===== src/pm_pkg.sv =====
// package for the operating-mode and clock controller
// assumes an axi4-lite master with 12-bit byte addresses, 32-bit data
package pm_pkg;

  ////////////////////////////////////////////////////////////////////////////
  // register indices; byte address is four times the index
  localparam logic [11:0] IDX_A       = 12'h038;
  localparam logic [11:0] IDX_B       = 12'h039;
  localparam logic [11:0] ADDR_A      = IDX_A << 2;
  localparam logic [11:0] ADDR_B      = IDX_B << 2;
  localparam logic [7:0]  PCRA_RESET  = 8'h00;
  localparam logic [7:0]  PCRB_RESET  = 8'h80;
  localparam logic [1:0]  RESP_OKAY   = 2'h0;
  localparam logic [1:0]  RESP_SLVERR = 2'h2;

  ////////////////////////////////////////////////////////////////////////////
  // short slow warm-up counts, in slow-clock periods
  localparam int          WARM_W       = 18;
  localparam logic [17:0] WARM_SLOW_10 = 18'h0_00c0;
  localparam logic [17:0] WARM_SLOW_11 = 18'h0_0040;

  ////////////////////////////////////////////////////////////////////////////
  // field layouts, msb first, matching bit positions 7..0
  typedef struct packed {
    logic       deep_halt_request;
    logic       wake_level_select;
    logic       wake_target_select;
    logic       halt_output_hold;
    logic [1:0] warmup_select;
    logic [1:0] unused_lo;
  } pcra_t;

  typedef struct packed {
    logic       fast_osc_on;
    logic       slow_osc_on;
    logic       core_clock_select;
    logic       cpu_doze_request;
    logic       unused_3;
    logic       peripheral_clock_gate;
    logic [1:0] unused_lo;
  } pcrb_t;

  // operating states
  typedef enum logic [3:0] {
    fast_single_run, fast_dual_run, slow_only_run, slow_dual_run,
    fast_base_doze, fast_single_doze, fast_dual_doze,
    slow_base_doze, slow_only_doze, slow_dual_doze,
    deep_halt, warm_up
  } power_mode_t;

endpackage


===== src/power_mode_control.sv =====
// operating-mode and clock controller with an axi4-lite register slave
// assumes tick inputs pulse once per oscillator period in the aclk domain
`timescale 1ns/1ps

// Contract
// deep_halt_request stops core, peripherals: deep halt
// wake_level_select picks edge or level release
// wake_target_select picks fast run or slow_only_run
// halt_output_hold: float or keep port outputs
// warmup_select sets warm-up length per target
// software sets target to match current run
// reset pin always returns to fast_single_run
// register a low two bits read undefined
// float mode forces port inputs to zero
// wake pin floats throughout deep halt
// fast_osc_on switches fast oscillator
// slow_osc_on switches slow oscillator
// core_clock_select writes choice, reads clock used
// cpu_doze_request stops cpu, watchdog: doze
// peripheral_clock_gate stops peripherals but time base
// removing the running clock's oscillator resets
// register b bits 3,1,0 read undefined
// never set doze and gate together
// doze exit clears cpu_doze_request
// base doze exit clears peripheral_clock_gate
// base doze exit timed asynchronously, may shorten
// software stops peripherals before gating
// time-base falling edge ends base doze
// prescaler and divider cleared in deep halt
// edge release on rising edge; enter if high
// state machine derives every operating state
module power_mode_control #(
  parameter logic [17:0] WARM_FAST_00 = 18'h3_0000,
  parameter logic [17:0] WARM_FAST_01 = 18'h1_0000,
  parameter logic [17:0] WARM_FAST_10 = 18'h0_c000,
  parameter logic [17:0] WARM_FAST_11 = 18'h0_4000,
  parameter logic [17:0] WARM_SLOW_00 = 18'h0_6000,
  parameter logic [17:0] WARM_SLOW_01 = 18'h0_2000
) (
  // clock and reset
  input  wire logic               aclk,
  input  wire logic               aresetn,
  // axi4-lite write
  input  wire logic [11:0]        awaddr,
  input  wire logic               awvalid,
  output logic                    awready,
  input  wire logic [31:0]        wdata,
  input  wire logic [3:0]         wstrb,
  input  wire logic               wvalid,
  output logic                    wready,
  output logic [1:0]              bresp,
  output logic                    bvalid,
  input  wire logic               bready,
  // axi4-lite read
  input  wire logic [11:0]        araddr,
  input  wire logic               arvalid,
  output logic                    arready,
  output logic [31:0]             rdata,
  output logic [1:0]              rresp,
  output logic                    rvalid,
  input  wire logic               rready,
  // asynchronous pins
  input  wire logic               wake_pin_in,
  input  wire logic               reset_pin_n,
  input  wire logic               tb_source_clk,
  // same-domain events
  input  wire logic               wake_irq,
  input  wire logic               fast_tick,
  input  wire logic               slow_tick,
  // clock and power controls
  output logic                    fast_osc_enable,
  output logic                    slow_osc_enable,
  output logic                    core_clk_slow,
  output logic                    cpu_wdt_stop,
  output logic                    periph_clk_stop,
  output logic                    port_out_hiz,
  output logic                    port_in_zero,
  output logic                    wake_pin_hiz,
  output logic                    prescaler_clear,
  output logic                    warmup_busy,
  output logic                    system_reset_req,
  output pm_pkg::power_mode_t     mode
);

  ////////////////////////////////////////////////////////////////////////////
  pm_pkg::power_mode_t state;
  pm_pkg::pcra_t       ra;
  pm_pkg::pcrb_t       rb;
  pm_pkg::pcrb_t       nb;
  logic                clk_slow;
  logic [2:0]          pin_meta;
  logic [2:0]          pin_sync;
  logic [2:0]          pin_last;
  logic                wake_s;
  logic                rst_pin_s;
  logic                wake_rise;
  logic                tb_fall;
  logic                soft_rst;
  logic                rst_req;
  logic                aw_ok;
  logic                w_ok;
  logic [11:0]         aw_addr;
  logic [31:0]         w_data;
  logic [3:0]          w_strb;
  logic                do_write;
  logic                wr_a;
  logic                wr_b;
  logic                bad_write;
  logic                is_run;
  logic                is_doze;
  logic                is_base;
  logic [17:0]         warm_cnt;
  logic [17:0]         warm_limit;
  logic                warm_tick;
  logic                warm_done;

  // run state for given enables and clock
  function automatic pm_pkg::power_mode_t run_of(input logic f, input logic s,
                                                 input logic slow);
    if (slow) return f ? pm_pkg::slow_dual_run : pm_pkg::slow_only_run;
    return s ? pm_pkg::fast_dual_run : pm_pkg::fast_single_run;
  endfunction

  // doze state matching a run state
  function automatic pm_pkg::power_mode_t doze_of(input logic f, input logic s,
                                                  input logic slow);
    if (slow) return f ? pm_pkg::slow_dual_doze : pm_pkg::slow_only_doze;
    return s ? pm_pkg::fast_dual_doze : pm_pkg::fast_single_doze;
  endfunction

  ////////////////////////////////////////////////////////////////////////////
  // two-flop synchronisers; order is {time base, reset pin, wake pin}
  always_ff @(posedge aclk) begin
    if (!aresetn) begin
      pin_meta <= 3'h2;
      pin_sync <= 3'h2;
      pin_last <= 3'h2;
    end else begin
      pin_meta <= {tb_source_clk, reset_pin_n, wake_pin_in};
      pin_sync <= pin_meta;
      pin_last <= pin_sync;
    end
  end

  // edges are taken only from the second flop onward
  assign wake_s    = pin_sync[0];
  assign rst_pin_s = pin_sync[1];
  assign wake_rise = pin_sync[0] & ~pin_last[0];
  assign tb_fall   = ~pin_sync[2] & pin_last[2];
  assign soft_rst  = ~rst_pin_s | rst_req;

  ////////////////////////////////////////////////////////////////////////////
  // write channels; address and data accepted in either order
  always_ff @(posedge aclk) begin
    if (!aresetn) begin
      awready <= 1'b0;
      wready  <= 1'b0;
      aw_ok   <= 1'b0;
      w_ok    <= 1'b0;
      aw_addr <= 12'h000;
      w_data  <= 32'h0000_0000;
      w_strb  <= 4'h0;
      bvalid  <= 1'b0;
      bresp   <= pm_pkg::RESP_OKAY;
    end else begin
      if (awvalid && awready) begin
        aw_addr <= awaddr;
        aw_ok   <= 1'b1;
        awready <= 1'b0;
      end else if (!aw_ok && !bvalid) begin
        awready <= 1'b1;
      end
      if (wvalid && wready) begin
        w_data <= wdata;
        w_strb <= wstrb;
        w_ok   <= 1'b1;
        wready <= 1'b0;
      end else if (!w_ok && !bvalid) begin
        wready <= 1'b1;
      end
      if (do_write) begin
        aw_ok  <= 1'b0;
        w_ok   <= 1'b0;
        bvalid <= 1'b1;
        bresp  <= (aw_addr == pm_pkg::ADDR_A || aw_addr == pm_pkg::ADDR_B) ?
                  pm_pkg::RESP_OKAY : pm_pkg::RESP_SLVERR;
      end else if (bvalid && bready) begin
        bvalid <= 1'b0;
      end
    end
  end

  // register strobes; only byte lane 0 carries register bits
  assign do_write = aw_ok & w_ok & ~bvalid;
  assign wr_a     = do_write & (aw_addr == pm_pkg::ADDR_A) & w_strb[0];
  assign wr_b     = do_write & (aw_addr == pm_pkg::ADDR_B) & w_strb[0];
  assign nb       = pm_pkg::pcrb_t'(w_data[7:0]);
  // removing the oscillator of the running clock is fatal
  assign bad_write = wr_b & ((~nb.fast_osc_on & ~nb.slow_osc_on) |
                             (~nb.fast_osc_on & ~clk_slow) |
                             (~nb.slow_osc_on & clk_slow));

  ////////////////////////////////////////////////////////////////////////////
  // read channel; undefined bits answer zero
  always_ff @(posedge aclk) begin
    if (!aresetn) begin
      arready <= 1'b0;
      rvalid  <= 1'b0;
      rdata   <= 32'h0000_0000;
      rresp   <= pm_pkg::RESP_OKAY;
    end else if (rvalid) begin
      if (rready) begin
        rvalid  <= 1'b0;
        arready <= 1'b1;
      end
    end else if (arvalid && arready) begin
      rvalid  <= 1'b1;
      arready <= 1'b0;
      rresp   <= pm_pkg::RESP_OKAY;
      if (araddr == pm_pkg::ADDR_A) begin
        rdata <= {24'h00_0000, ra[7:2], 2'h0};
      end else if (araddr == pm_pkg::ADDR_B) begin
        rdata <= {24'h00_0000, rb.fast_osc_on, rb.slow_osc_on,
                  clk_slow, rb.cpu_doze_request, 1'b0,
                  rb.peripheral_clock_gate, 2'h0};
      end else begin
        rdata <= 32'h0000_0000;
        rresp <= pm_pkg::RESP_SLVERR;
      end
    end else begin
      arready <= 1'b1;
    end
  end

  ////////////////////////////////////////////////////////////////////////////
  // a bad write resets the block one cycle later
  always_ff @(posedge aclk) begin
    if (!aresetn) begin
      rst_req <= 1'b0;
    end else begin
      rst_req <= bad_write & ~soft_rst;
    end
  end

  // halt controls; request self-clears when warm-up ends
  always_ff @(posedge aclk) begin
    if (!aresetn || soft_rst) begin
      ra <= pm_pkg::pcra_t'(pm_pkg::PCRA_RESET);
    end else begin
      if (wr_a) begin
        ra <= pm_pkg::pcra_t'(w_data[7:0]);
      end
      if (warm_done) begin
        ra.deep_halt_request <= 1'b0;
      end
    end
  end

  // oscillator, clock and doze controls
  always_ff @(posedge aclk) begin
    if (!aresetn || soft_rst) begin
      rb       <= pm_pkg::pcrb_t'(pm_pkg::PCRB_RESET);
      clk_slow <= 1'b0;
    end else begin
      if (wr_b) begin
        rb <= nb;
        // switch only onto an oscillator that stays on
        if (nb.core_clock_select && nb.slow_osc_on) begin
          clk_slow <= 1'b1;
        end else if (!nb.core_clock_select && nb.fast_osc_on) begin
          clk_slow <= 1'b0;
        end
      end
      if (is_doze && wake_irq) begin
        rb.cpu_doze_request <= 1'b0;
      end
      if (is_base && tb_fall) begin
        rb.peripheral_clock_gate <= 1'b0;
        // single-oscillator return drops the other oscillator
        if (state == pm_pkg::fast_base_doze) begin
          rb.slow_osc_on <= 1'b0;
        end else begin
          rb.fast_osc_on <= 1'b0;
        end
      end
      if (warm_done) begin
        rb.fast_osc_on <= ~ra.wake_target_select;
        clk_slow       <= ra.wake_target_select;
        if (ra.wake_target_select) begin
          rb.slow_osc_on <= 1'b1;
        end
      end
    end
  end

  ////////////////////////////////////////////////////////////////////////////
  // state classes
  assign is_run  = (state == pm_pkg::fast_single_run) || (state == pm_pkg::fast_dual_run) ||
                   (state == pm_pkg::slow_only_run) || (state == pm_pkg::slow_dual_run);
  assign is_base = (state == pm_pkg::fast_base_doze) || (state == pm_pkg::slow_base_doze);
  assign is_doze = !is_run && !is_base &&
                   (state != pm_pkg::deep_halt) && (state != pm_pkg::warm_up);

  // operating state machine
  always_ff @(posedge aclk) begin
    if (!aresetn || soft_rst) begin
      state <= pm_pkg::fast_single_run;
    end else begin
      unique case (state)
        pm_pkg::fast_single_run, pm_pkg::fast_dual_run,
        pm_pkg::slow_only_run, pm_pkg::slow_dual_run: begin
          if (ra.deep_halt_request) begin
            // level release with the pin already high skips the halt
            state <= (ra.wake_level_select && wake_s) ?
                     pm_pkg::warm_up : pm_pkg::deep_halt;
          end else if (rb.cpu_doze_request) begin
            // doze wins if software sets both bits
            state <= doze_of(rb.fast_osc_on, rb.slow_osc_on, clk_slow);
          end else if (rb.peripheral_clock_gate) begin
            state <= clk_slow ? pm_pkg::slow_base_doze :
                                pm_pkg::fast_base_doze;
          end else begin
            state <= run_of(rb.fast_osc_on, rb.slow_osc_on, clk_slow);
          end
        end
        pm_pkg::fast_single_doze, pm_pkg::fast_dual_doze,
        pm_pkg::slow_only_doze, pm_pkg::slow_dual_doze: begin
          if (wake_irq) begin
            state <= run_of(rb.fast_osc_on, rb.slow_osc_on, clk_slow);
          end
        end
        // the time base is asynchronous, so doze can end early
        pm_pkg::fast_base_doze: begin
          if (tb_fall) state <= pm_pkg::fast_single_run;
        end
        pm_pkg::slow_base_doze: begin
          if (tb_fall) state <= pm_pkg::slow_only_run;
        end
        pm_pkg::deep_halt: begin
          if (ra.wake_level_select ? wake_s : wake_rise) begin
            state <= pm_pkg::warm_up;
          end
        end
        pm_pkg::warm_up: begin
          if (warm_done) begin
            state <= ra.wake_target_select ? pm_pkg::slow_only_run :
                     (rb.slow_osc_on ? pm_pkg::fast_dual_run :
                                       pm_pkg::fast_single_run);
          end
        end
      endcase
    end
  end

  ////////////////////////////////////////////////////////////////////////////
  // warm-up length, counted in periods of the returning oscillator
  always_comb begin
    warm_limit = WARM_FAST_00;
    if (ra.wake_target_select) begin
      unique case (ra.warmup_select)
        2'h0: warm_limit = WARM_SLOW_00;
        2'h1: warm_limit = WARM_SLOW_01;
        2'h2: warm_limit = pm_pkg::WARM_SLOW_10;
        2'h3: warm_limit = pm_pkg::WARM_SLOW_11;
      endcase
    end else begin
      unique case (ra.warmup_select)
        2'h0: warm_limit = WARM_FAST_00;
        2'h1: warm_limit = WARM_FAST_01;
        2'h2: warm_limit = WARM_FAST_10;
        2'h3: warm_limit = WARM_FAST_11;
      endcase
    end
  end

  assign warm_tick = ra.wake_target_select ? slow_tick : fast_tick;
  assign warm_done = (state == pm_pkg::warm_up) && (warm_cnt == warm_limit);

  // counter idles at zero outside warm-up
  always_ff @(posedge aclk) begin
    if (!aresetn || soft_rst || state != pm_pkg::warm_up) begin
      warm_cnt <= 18'h0_0000;
    end else if (warm_tick && !warm_done) begin
      warm_cnt <= 18'(warm_cnt + 18'h0_0001);
    end
  end

  ////////////////////////////////////////////////////////////////////////////
  // registered outputs, one cycle behind the state
  always_ff @(posedge aclk) begin
    if (!aresetn) begin
      fast_osc_enable  <= 1'b1;
      slow_osc_enable  <= 1'b0;
      core_clk_slow    <= 1'b0;
      cpu_wdt_stop     <= 1'b0;
      periph_clk_stop  <= 1'b0;
      port_out_hiz     <= 1'b0;
      port_in_zero     <= 1'b0;
      wake_pin_hiz     <= 1'b0;
      prescaler_clear  <= 1'b0;
      warmup_busy      <= 1'b0;
      mode             <= pm_pkg::fast_single_run;
    end else begin
      if (state == pm_pkg::deep_halt) begin
        fast_osc_enable <= 1'b0;
        slow_osc_enable <= 1'b0;
      end else if (state == pm_pkg::warm_up) begin
        fast_osc_enable <= ~ra.wake_target_select;
        slow_osc_enable <= ra.wake_target_select | rb.slow_osc_on;
      end else begin
        fast_osc_enable <= rb.fast_osc_on;
        slow_osc_enable <= rb.slow_osc_on;
      end
      core_clk_slow   <= clk_slow;
      cpu_wdt_stop    <= ~is_run;
      periph_clk_stop <= ~is_run & ~is_doze;
      port_out_hiz    <= (state == pm_pkg::deep_halt) & ~ra.halt_output_hold;
      port_in_zero    <= (state == pm_pkg::deep_halt) & ~ra.halt_output_hold;
      wake_pin_hiz    <= (state == pm_pkg::deep_halt);
      prescaler_clear <= (state == pm_pkg::deep_halt);
      warmup_busy     <= (state == pm_pkg::warm_up);
      mode            <= state;
    end
  end

  assign system_reset_req = rst_req;
endmodule // power_mode_control


===== config.mk =====
export PLATFORM = sky130hd
export DESIGN_NAME = power_mode_control
export DESIGN_NICKNAME = d
export VERILOG_FILES = /design/src/pm_pkg.sv /design/src/power_mode_control.sv
export SDC_FILE = /design/constraint.sdc
export NUM_CORES = 1
export LEC_CHECK = 0
export ABC_AREA = 1
export BUFFER_PORTS_ARGS = -buffer_cell sky130_fd_sc_hd__buf_2
export CORE_MARGIN = 3
export CORE_UTILIZATION = 52
export DETAILED_ROUTE_END_ITERATION = 8
export HOLD_SLACK_MARGIN = 0.02
export PLACE_DENSITY = 0.89
export SYNTH_ARGS = -nofsm -noshare
export SYNTH_HDL_FRONTEND = slang
export SYNTH_SLANG_ARGS = --single-unit
export TNS_END_PERCENT = 50

===== constraint.sdc =====
create_clock -name aclk -period 2.2 [get_ports aclk]
set_input_delay 0.44 -clock aclk [delete_from_list [all_inputs] [get_ports aclk]]
set_output_delay 0.44 -clock aclk [all_outputs]
set_load 0.02 [all_outputs]

==> metrics.txt <==
vias per cell 5.15; die footprint 9370 sq um; WP data arrival 2.29 ns; placed instance count 771; Yosys reg bits 88; Hold Crit Start wake_pin_in; htree depth 3; worst r2r dst warm_cnt[15]; r2r setup slk 0.14 ns; maxcap violations 0; setup_tns 0 ns; fin cells 789; Core Region 7850 sq um; vias in the first global route 3833; Tot GR Track Use 20.8%; DP Worst Slack 0.224 ns; Most common cell on crit path nand2_1; GRT overflow 0; Port-buffer cells 71; Final Hold Fails 0; # clock sinks 88; synth warn 0; Netlist Area Pre-Place 4290 sq um; Slew HR 61.1%; Clk pin slew, worst setup/hold paths 0.09 ns; ranking of synthesized cells by area dfxtp_1 41%, nand2_1 10%, inv_1 8.3%; Worst Hold Class primary input to flip-flop; CP Cell Sequence inv_1 -> ha_1 -> nand2_1 -> nor2_2 -> nand2_1 -> nor2_1 -> nand2_1 -> nor2_4 -> nand3_4 -> nand2_2 -> clkinvlp_4 -> buf_4 -> o21ai_0 -> a21oi_1; io pins 129; Mean Syn Cell Area 7.02 sq um; worst setup margin 0.144 ns; initial DRC count 316; Setup-failing EPs final 0; area delta synth->final 13.2%; share of cells above drive strength 1 15.7%; Cells on Worst Hold Path 3; CP required 2.44 ns; num rows 32; worst-path fanout max 6; R2R cell count 14; CTS Root Buffer Type clkbuf_8; first-pass GRT wire length 16.6 mm; critical path class flip-flop to flip-flop; antenna cell count 0; Post-synth EDFFs 0; slowest CP cell dfxtp_1; DRT Pass-1 Iters 5; CTS buffer count 9; Max Freq 0.486 GHz; period utilization 93.5%; CP Launch Type flip-flop; largest net degree at the start of global routing 39; worst skew pair latency 0.36 ns; gpl congestion 0.917; cell taking the most area after synthesis dfxtp_1; Most used DFF post-synth dfxtp_1; Cell Pwr Density 679 nW/um^2; Die X 96.8 microns; status completed; count leader, synth nand2_1; wire length per cell 12.6 microns; CP endpoint kind flip-flop; Vias 4060; sequential area share after synthesis 41.1%; Top Family by Delay on Critical Path simple AND/OR/NAND/NOR gates; initial core utilization 54.6%; Leak 2.25 nW; post-route ant nets 0; CTS tree done; Post-synth top cells 119 x nand2_1, 95 x inv_1, 88 x dfxtp_1, 67 x nor2_1, 44 x o21ai_0; Mapped Cells 611; Nets 761; FF-to-FF Start warm_cnt[1]; share of the synthesized area in the top cell type 41.1%; Final Max Tran Viols 0; hold endpoint pin_meta[0]; Yosys cell types 40; clk_skew 0.00944 ns; die height 96.8 microns; Final min period 2.06 ns; Largest stage delay, worst path 0.35 ns; slew at the pin with the worst max-slew slack 0.582 ns; Async S/R FF share, synth 0%; Max VDD drop 0.592 mV; DPL Wire Length 7.36 mm; CP bufs+invs 3; drc violations 0; initial antenna violation count 0; Total Wirelength 9.95 mm; Clock Tree Buf Depth 2
[layout by cell type, fill, tap and decap left out, types with 2 or more instances in the layout]
cell,instances
xor2_1,7
o21ai_0,44
or2_2,3
o2111ai_1,2
buf_4,6
o21a_1,2
inv_2,2
conb_1,28
inv_1,93
clkbuf_8,9
a21oi_1,43
nand2_2,2
nand4_1,16
ha_1,5
o221ai_1,4
nand3_1,23
nor2_1,65
o211ai_1,8
nor3_1,17
buf_2,71
nand2_1,119
a211oi_1,5
nor2_2,2
dfxtp_1,88
clkinvlp_4,4
[power breakdown]
part | internal, mW | leakage [nW] | switching, mW | total [mW]
registers | 1.67 | 0.716 | 0.0522 | 1.72
logic | 0.162 | 1.45 | 0.293 | 0.455
clock network | 0.524 | 0.0879 | 0.594 | 1.12
[routing by layer]
| metal | wire [microns] | global-route usage [%] | up-vias | part of all wire, % |
|---|---|---|---|---|
| met1 | 3860 | 23.6 | 1830 | 39 |
| li1 | - | - | 2048 | - |
| met3 | 569 | 3.03 | 24 | 5.7 |
| met5 | 0 | 0 | - | 0 |
| met2 | 5300 | 39.2 | 158 | 53 |
| met4 | 218 | 7.78 | 0 | 2.2 |
[sequential cells by signal (all words and copies together) (netlist names), 2 cells and up]
name and count:
mode 4, warm_cnt 18, pin_last 2, pin_sync 3
pin_meta 3, state 4, rdata 6, w_data 6
aw_addr 12, ra 6, rb 4
[per-stage QoR]
| stage | util [%] | hold slack [ns] | total power [mW] | instance area (sq um) |
|---|---|---|---|---|
| 2_1_floorplan | - | 0.390 | 2.11 | 4390 |
| 3_3_place_gp | 58.6 | 0.393 | 2.18 | 4600 |
| 3_5_place_dp | 58.6 | 0.410 | 2.20 | 4600 |
| 4_1_cts | 61.1 | 0.257 | 3.29 | 4800 |
| 5_1_grt | 61.9 | 0.253 | 3.44 | 4860 |
| 6_report | 61.9 | 0.258 | 3.30 | 4860 |
[cell type report]
class	instances	area [sq um]
Clock buffer	9	124
Clock inverter	6	70.1
Fill cell	707	2990
Inverter	97	368
Multi-Input combinational cell	408	1970
Sequential cell	88	1760
Tap cell	102	128
Timing Repair Buffer	79	432
[worst register-to-register path, cell delays in order (launching register included)]
cell and delay (ns):
dfxtp_1 0.35, inv_1 0.09, ha_1 0.18, nand2_1 0.08, nor2_2 0.12, nand2_1 0.06, nor2_1 0.09, nand2_1 0.09
nor2_4 0.12, nand3_4 0.12, nand2_2 0.12, clkinvlp_4 0.16, buf_4 0.19, o21ai_0 0.07, a21oi_1 0.08
[worst max path at each step]
stage                      from      endpoint  slack [ns]  depth (start not counted)
floorplan           warm_cnt[0]  warm_cnt[15]        0.54                         14
global placement    warm_cnt[0]  warm_cnt[12]        0.29                         15
detailed placement        ra[3]  warm_cnt[12]        0.22                         12
CTS                 warm_cnt[0]  warm_cnt[12]        0.15                         15
global route        warm_cnt[1]   warm_cnt[6]       -0.05                         15
finish              warm_cnt[1]  warm_cnt[15]        0.14                         14
[cells by family after synthesis]
logic type / synth area share (%)
XOR/XNOR: 1.63
buffers and inverters: 15.7
AND/OR/NAND/NOR: 25.1
adder cells (fa/ha/maj): 1.46
other: 0.0875
flip-flops: 41.1
AO/OA/AOI/OAI: 15.0
[repair_timing]
action                                  CTS  global route
hold buffers                              0             0
gates resized for setup                   0             7
endpoints found under the setup margin    0            14
setup buffers                             0             3
(Power assumes the default switching activity.)
